`config.mk`:
```
export PLATFORM = sky130hd
export DESIGN_NAME = dct_drive_tag
export DESIGN_NICKNAME = d
export VERILOG_FILES = /design/src/rtl/dct_pkg.sv /design/src/rtl/dct_drive_tag.sv
export SDC_FILE = /design/constraint.sdc
export NUM_CORES = 1
export LEC_CHECK = 0
export CORE_MARGIN = 2
export CORE_UTILIZATION = 40
export CTS_BUF_LIST = sky130_fd_sc_hd__clkbuf_4 sky130_fd_sc_hd__clkbuf_8
export CTS_CLUSTER_DIAMETER = 80
export DETAILED_ROUTE_END_ITERATION = 8
export DONT_BUFFER_PORTS = 1
export SYNTH_ARGS = -nofsm -noshare
export SYNTH_HDL_FRONTEND = slang
export SYNTH_SLANG_ARGS = --single-unit
```
`constraint.sdc`:
```
create_clock -name clk -period 1.69 [get_ports clk]
set_input_delay 0.338 -clock clk [delete_from_list [all_inputs] [get_ports clk]]
set_output_delay 0.338 -clock clk [all_outputs]
set_load 0.01 [all_outputs]
```
`src/rtl/dct_pkg.sv`:
```
// Shared constants for the drive control-tag decoder
package dct_pkg;
    // Tag codes on the three tag lines
    localparam logic [2:0] DCT_TAG_DIAG    = 3'h2;
    localparam logic [2:0] DCT_TAG_CONTROL = 3'h7;
    // Outbound line indices for the control tag
    localparam int DCT_BO_WRITE   = 1;
    localparam int DCT_BO_READ    = 3;
    localparam int DCT_BO_MARK    = 4;
    // Inbound line indices
    localparam int DCT_BI_MARK    = 0;
    localparam int DCT_BI_ONCYL   = 2;
    localparam int DCT_BI_READY   = 3;
    localparam int DCT_BI_OFFSET  = 6;
    localparam int DCT_BI_CHECK   = 7;
    // Register word indices
    localparam logic [3:0] DCT_REG_STATUS = 4'h0;
    localparam logic [3:0] DCT_REG_MASK   = 4'h1;
    localparam logic [3:0] DCT_REG_STATE  = 4'h2;
    // Event bit positions in status and mask
    localparam int DCT_EV_MARK    = 0;
    localparam int DCT_EV_SEEK_OK = 1;
    localparam int DCT_EV_SEEK_ER = 2;
    localparam int DCT_EV_CHECK   = 3;
    localparam int DCT_EV_W       = 4;
    // Reset values
    localparam logic [3:0] DCT_MASK_RST   = 4'h0;
    localparam logic [7:0] DCT_BUS_RST    = 8'h00;
    // Widths
    localparam int DCT_ADDR_W     = 4;
    localparam int DCT_DATA_W     = 8;
    // Select path states
    typedef enum logic [1:0] {
        DCT_IDLE    = 2'b00,
        DCT_COMPARE = 2'b01,
        DCT_SEL     = 2'b10
    } dct_sel_t;
endpackage

```
`src/rtl/dct_drive_tag.sv`:
```
// Drive-side control-tag decoder, unit select and status bus
`timescale 1ns/1ps
module dct_drive_tag
    import dct_pkg::*;
#(
    parameter int UNIT_W = 4
) (
    input  wire logic                        clk,
    input  wire logic                        rstn,
    input  wire logic [2:0]                  tag,
    input  wire logic [7:0]                  bus_out,
    input  wire logic                        select_strobe,
    input  wire logic [UNIT_W-1:0]           unit_addr,
    input  wire logic [UNIT_W-1:0]           plug_addr,
    input  wire logic                        mark_detect,
    input  wire logic                        heads_positioned,
    input  wire logic                        spindle_up,
    input  wire logic                        heads_loaded,
    input  wire logic                        fault_cond,
    input  wire logic                        servo_offset,
    input  wire logic                        seek_error_latch,
    input  wire logic                        fault_latch,
    input  wire logic                        no_head_fault,
    input  wire logic                        write_protect,
    input  wire logic                        seek_done,
    input  wire logic                        seek_ok,
    input  wire logic [dct_pkg::DCT_ADDR_W-1:0] reg_addr,
    input  wire logic [dct_pkg::DCT_DATA_W-1:0] reg_wdata,
    input  wire logic                        reg_wr,
    input  wire logic                        reg_rd,
    output logic [dct_pkg::DCT_DATA_W-1:0]   reg_rdata,
    output logic [7:0]                       bus_in,
    output logic                             unit_selected_flag,
    output logic                             write_gate,
    output logic                             read_gate,
    output logic                             mark_write,
    output logic                             write_fault_inhibit,
    output logic                             mark_search,
    output logic                             diag_request,
    output logic                             seek_end,
    output logic                             seek_failed,
    output logic                             irq
);
    import dct_pkg::*;

    logic                rst_s1;
    logic                rstn_q;
    dct_sel_t            sel_state;
    dct_sel_t            next_sel_state;
    logic [UNIT_W-1:0]   sel_addr;
    logic [UNIT_W-1:0]   plug_reg;
    logic                mark_found;
    logic [DCT_EV_W-1:0] ev_status;
    logic [DCT_EV_W-1:0] ev_mask;
    logic                check_q;

    // Reset is released through two flops so removal is clean
    always_ff @(posedge clk or negedge rstn) begin
        if (!rstn) begin
            rst_s1 <= 1'b0;
            rstn_q <= 1'b0;
        end else begin
            rst_s1 <= 1'b1;
            rstn_q <= rst_s1;
        end
    end

    // Address compare and command decode
    wire addr_match = (sel_addr == plug_reg);
    wire selected   = (sel_state == DCT_SEL);
    wire ctl_cmd    = selected && (tag == DCT_TAG_CONTROL);
    wire diag_cmd   = selected && (tag == DCT_TAG_DIAG);
    wire wr_req     = ctl_cmd && bus_out[DCT_BO_WRITE];
    wire rd_req     = ctl_cmd && bus_out[DCT_BO_READ];
    wire mk_req     = ctl_cmd && bus_out[DCT_BO_MARK];
    wire search_on  = mk_req && rd_req;
    wire mark_hit   = search_on && mark_detect;
    // Check summary: seek error, fault, no head, or a write while write protected
    wire check_now  = seek_error_latch || fault_latch || no_head_fault
                      || (wr_req && write_protect);
    wire ready_now  = spindle_up && heads_loaded && !fault_cond;

    // Inbound byte built from live state, quiet when not selected
    wire [7:0] bus_in_next = selected ? {
        check_now,
        servo_offset,
        2'b00,
        ready_now,
        heads_positioned,
        1'b0,
        mark_found || mark_hit
    } : DCT_BUS_RST;

    // Selection: strobe captures, next cycle compares
    always_comb begin
        next_sel_state = sel_state;
        case (sel_state)
            DCT_IDLE:    if (select_strobe) next_sel_state = DCT_COMPARE;
            DCT_COMPARE: next_sel_state = addr_match ? DCT_SEL : DCT_IDLE;
            DCT_SEL:     if (select_strobe) next_sel_state = DCT_COMPARE;
            default:     next_sel_state = DCT_IDLE;
        endcase
    end

    // Both addresses captured together so a plug change mid-session waits
    always_ff @(posedge clk or negedge rstn_q) begin
        if (!rstn_q) begin
            sel_state <= DCT_IDLE;
            sel_addr  <= '0;
            plug_reg  <= '0;
        end else begin
            sel_state <= next_sel_state;
            if (select_strobe) begin
                sel_addr <= unit_addr;
                plug_reg <= plug_addr;
            end
        end
    end

    // Mark stays found until the search is dropped
    always_ff @(posedge clk or negedge rstn_q) begin
        if (!rstn_q)
            mark_found <= 1'b0;
        else
            mark_found <= search_on && (mark_found || mark_detect);
    end

    // Drive-facing outputs registered; gates follow the held control tag
    always_ff @(posedge clk or negedge rstn_q) begin
        if (!rstn_q) begin
            bus_in              <= DCT_BUS_RST;
            unit_selected_flag  <= 1'b0;
            write_gate          <= 1'b0;
            read_gate           <= 1'b0;
            mark_write          <= 1'b0;
            write_fault_inhibit <= 1'b0;
            mark_search         <= 1'b0;
            diag_request        <= 1'b0;
        end else begin
            bus_in              <= bus_in_next;
            unit_selected_flag  <= selected;
            write_gate          <= wr_req;
            read_gate           <= rd_req;
            mark_write          <= mk_req && wr_req;
            write_fault_inhibit <= mk_req && wr_req;
            mark_search         <= search_on;
            diag_request        <= diag_cmd;
        end
    end

    // Seek end report: pulse plus outcome held until the next end
    always_ff @(posedge clk or negedge rstn_q) begin
        if (!rstn_q) begin
            seek_end    <= 1'b0;
            seek_failed <= 1'b0;
        end else begin
            seek_end <= seek_done;
            if (seek_done)
                seek_failed <= !seek_ok;
        end
    end

    // Event sources; summary bit raises an event on its rising edge
    wire [DCT_EV_W-1:0] ev_set = {
        check_now && !check_q,
        seek_done && !seek_ok,
        seek_done && seek_ok,
        mark_hit && !mark_found
    };
    wire wr_status = reg_wr && (reg_addr == DCT_REG_STATUS);
    wire wr_mask   = reg_wr && (reg_addr == DCT_REG_MASK);
    wire [DCT_EV_W-1:0] w1c = wr_status ? reg_wdata[DCT_EV_W-1:0] : '0;
    // Set beats clear so an event in the clearing cycle survives
    wire [DCT_EV_W-1:0] next_status = (ev_status & ~w1c) | ev_set;

    // Readback select; unmapped words read zero
    wire [DCT_DATA_W-1:0] rd_mux =
        (reg_addr == DCT_REG_STATUS) ? {4'h0, ev_status} :
        (reg_addr == DCT_REG_MASK)   ? {4'h0, ev_mask} :
        (reg_addr == DCT_REG_STATE)  ? {2'b00, seek_failed, mark_found,
                                        mark_search, read_gate, write_gate,
                                        unit_selected_flag} :
        8'h00;

    // Register file, interrupt and read data
    always_ff @(posedge clk or negedge rstn_q) begin
        if (!rstn_q) begin
            ev_status <= '0;
            ev_mask   <= DCT_MASK_RST;
            check_q   <= 1'b0;
            irq       <= 1'b0;
            reg_rdata <= '0;
        end else begin
            ev_status <= next_status;
            check_q   <= check_now;
            if (wr_mask)
                ev_mask <= reg_wdata[DCT_EV_W-1:0];
            irq       <= |(next_status & (wr_mask ?
                          reg_wdata[DCT_EV_W-1:0] : ev_mask));
            reg_rdata <= reg_rd ? rd_mux : 8'h00;
        end
    end
endmodule

```
==> flow_metrics.py <==
metrics = {
    "setup_path": {
        "reg2reg_to": "irq$_DFF_PN0_",
        "critical_path.max_fanout": 5,
        "crit_slowest_cell": "dfrtp_1",
        "worst-endpoint-required_ns": 1.88,
        "timing.reg2reg.setup_slack_ns": 0.24,
        "critical_path.cell_chain": "nand3b_1 > o21ai_1 > a22oi_2 > o2111ai_1",
        "critical_path.startpoint_type": "register",
        "reg2reg_from": "sel_state[0]$_DFFE_PN0P_",
        "worst_setup_end_kind": "register",
        "cp.arrival_ns": 1.63,
        "crit_path_max_incr_delay_ns": 0.40,
        "classification_of_the_worst_setup_path": "reg2reg",
        "worstRegToRegCells": 4,
    },
    "synthesis": {
        "synth_area_leaders": "dfrtp_1 59%, mux2_2 5.1%, nor2_1 3.2%, mux2i_1 2.8%, buf_4 2.5%",
        "yosys_most_used_dff": "dfrtp_1",
        "synth_seq_cells": 42,
        "yosys.cell_count.top_type": "dfrtp_1",
        "post_synth_instance_area_sq_um": 1770,
        "synth_cell_types": 38,
        "netlist.area_leader.share": 0.593,
        "edff_count_synth": 0,
        "asyncSetResetFlopFracSynth": 1.00,
        "ys.warnings.count": 0,
        "synth_common_cells": "42 x dfrtp_1, 15 x nor2_1, 10 x inv_1, 8 x mux2_2",
        "synth.avg_cell_area_sq_um": 11.6,
        "synthCells": 153,
        "synth_top_cell_by_area": "dfrtp_1",
        "synth-seq-area-share": 0.593,
    },
    "timing": {
        "finalSetupViolations": 0,
        "maxSlewViolCount": 0,
        "number_of_hold_violations_in_the_final_report": 0,
        "fmax_mhz": 692,
        "clock_skew_ns": 0.00745,
        "rsz0062_at_grt": "no",
        "totalNegativeSetupSlack_ns": 0,
        "final_min_period_over_clock_period": 0.855,
        "finalWorstPathRequiredPeriod_ns": 1.45,
    },
    "clocking": {
        "clock_sinks": 42,
        "buffer_type_at_the_clock_tree_root": "clkbuf_8",
        "cts.path.max_buffers": 2,
        "cts-buffers-inserted": 5,
        "clkSlewWorstSetupHoldPaths_ns": 0.08,
        "cts_tree": "yes",
        "cts_setup_buffers": 0,
        "clk-insertion-delay-late_ns": 0.28,
        "cts.repair.resized": 0,
        "h-tree-depth": 2,
    },
    "run": {
        "max_cap_violations": 0,
    },
    "status": {
        "run_status": "completed",
    },
    "worst_hold_path": {
        "min_to": "seek_end$_DFF_PN0_",
        "holdCritStartpoint": "seek_done",
        "hold_path_depth": 0,
        "hold_class": "in2reg",
    },
    "place": {
        "io_buffer_count": 0,
        "placedCellCount": 203,
        "dp.final_hpwl_mm": 2.32,
        "globalplace.congestion": 0.746,
    },
    "global_route": {
        "largest_net_degree_at_the_start_of_global_routing": 41,
        "antenna_violations_before_repair": 0,
        "grt_pass1_vias": 1142,
        "global_route.overflow_total": 0,
        "grt_usage": 0.132,
        "grt_first_pass_wirelength_mm": 5.13,
    },
    "power_and_ir_drop": {
        "p_per_area_nw_per_um2": 1010,
        "leakage_nw": 0.914,
        "vdd_drop_max_mv": 0.498,
    },
    "route": {
        "detailedRoute.firstPassIterationCount": 4,
        "drt_wl_total_mm": 3.04,
        "final_antenna_net_count": 0,
        "viasPerCell": 5.09,
        "drt-wirelength-per-cell_um": 14.4,
        "drcViolationCount": 0,
        "vias": 1075,
        "drt-initial-drc-count": 38,
    },
    "floorplanning": {
        "die_y_um": 70.6,
        "floorplan.rows": 24,
        "fp.dieArea_sq_um": 4980,
        "initial_core_util": 0.410,
        "die-width_um": 70.6,
        "core-area_sq_um": 4320,
        "ioPinCount": 74,
    },
    "finish": {
        "area_growth_syn_to_fin_pct": 7.20,
        "largest_register": "reg_rdata",
        "design.final.nets": 207,
        "biggestRegsByFlops": "reg_rdata (6), bus_in (5)",
        "n_antenna_cell": 0,
        "finalNonFillerCells": 211,
        "largest_register_ffs": 6,
        "drive_above_1_share": 0.151,
        "layout.filler_cells": 442,
    },
}
cell families (layout without fill, tap and decap cells):
logic type / after synthesis / after routing / synth area share
and+or+nand+nor: 50 / 50 / 0.155
other: 2 / 6 / 0.00424
AOI/OAI and AO/OA: 23 / 23 / 0.0904
xor gates and xnor gates: 4 / 4 / 0.0198
buffers and inverters: 19 / 21 / 0.0579
muxes: 13 / 13 / 0.0791
DFF: 42 / 42 / 0.593
per-stage QoR:
| stage | hold slack (ns) | util | total power (W) | cell area [sq um] | setup slack, ns |
|---|---|---|---|---|---|
| 2_1_floorplan | 0.0424 | - | 0.00132 | 1790 | 0.406 |
| 3_3_place_gp | 0.0425 | 0.419 | 0.00134 | 1810 | 0.254 |
| 3_5_place_dp | 0.0425 | 0.419 | 0.00135 | 1810 | 0.233 |
| 4_1_cts | 0.0634 | 0.439 | 0.00195 | 1900 | 0.213 |
| 5_1_grt | 0.0581 | 0.439 | 0.00202 | 1900 | 0.0895 |
| 6_report | 0.0760 | 0.439 | 0.00191 | 1900 | 0.245 |
worst max path at each step:
stage	start	endpoint	slack (ns)	cells past startpoint
global placement	sel_state[0]$_DFFE_PN0P_	irq$_DFF_PN0_	0.25	4
detailed placement	sel_state[0]$_DFFE_PN0P_	irq$_DFF_PN0_	0.23	4
CTS	sel_state[0]$_DFFE_PN0P_	irq$_DFF_PN0_	0.21	4
floorplan	reg_addr[3]	irq$_DFF_PN0_	0.41	5
finish	sel_state[0]$_DFFE_PN0P_	irq$_DFF_PN0_	0.24	4
global route	sel_state[0]$_DFFE_PN0P_	irq$_DFF_PN0_	0.09	4
layout by cell type (no fill, tap or decap), drive strengths merged, types with 3 or more instances in the layout:
cell type | synthesis | final
clkbuf | 1 | 5
or2 | 3 | 3
nand2 | 6 | 6
nand4 | 3 | 3
xor2 | 4 | 4
and2 | 6 | 6
mux2 | 8 | 8
o21ai | 4 | 4
conb | 2 | 6
mux2i | 5 | 5
inv | 10 | 10
dfrtp | 42 | 42
buf | 8 | 3
nor3 | 4 | 4
a21oi | 6 | 6
and3 | 5 | 5
nor2 | 15 | 15
where the power goes:
group	internal, W	switching [W]	total (W)
Combinational	0.0000976	0.0000998	0.000197
Clock	0.000277	0.000310	0.000587
Sequential	0.00108	0.0000505	0.00113
Total	0.00145	0.000460	0.00191
routing by layer:
metal / routed length, um / share of wire / GRT usage / up-vias
met2: 1600 / 0.53 / 0.229 / 36
met1: 1200 / 0.39 / 0.144 / 516
met5: 0 / 0 / 0 / -
li1: - / - / - / 516
met4: 54 / 0.018 / 0.0650 / 0
met3: 189 / 0.062 / 0.0470 / 7
worst max-delay path, delay by kind of cell (launching register included):
kind             cells  cell delay, ns
AO/OA/AOI/OAI        3            0.68
AND/OR/NAND/NOR      1            0.26
flip-flops           1            0.40
layout make-up:
| type | count | area (sq um) | share of cell area |
|---|---|---|---|
| Tap cell | 52 | 65.1 | 0.0343 |
| Clock buffer | 5 | 68.8 | 0.0362 |
| Clock inverter | 2 | 10.0 | 0.00527 |
| Multi-Input combinational cell | 96 | 633 | 0.333 |
| Sequential cell | 42 | 1050 | 0.554 |
| Inverter | 10 | 37.5 | 0.0198 |
| Timing Repair Buffer | 4 | 32.5 | 0.0171 |
what timing repair did:
action,in CTS,in global routing
endpoints found under the setup margin,0,0
endpoints found under the hold margin,2,0
hold buffers,1,0
Power figures use the tool's default switching activity.
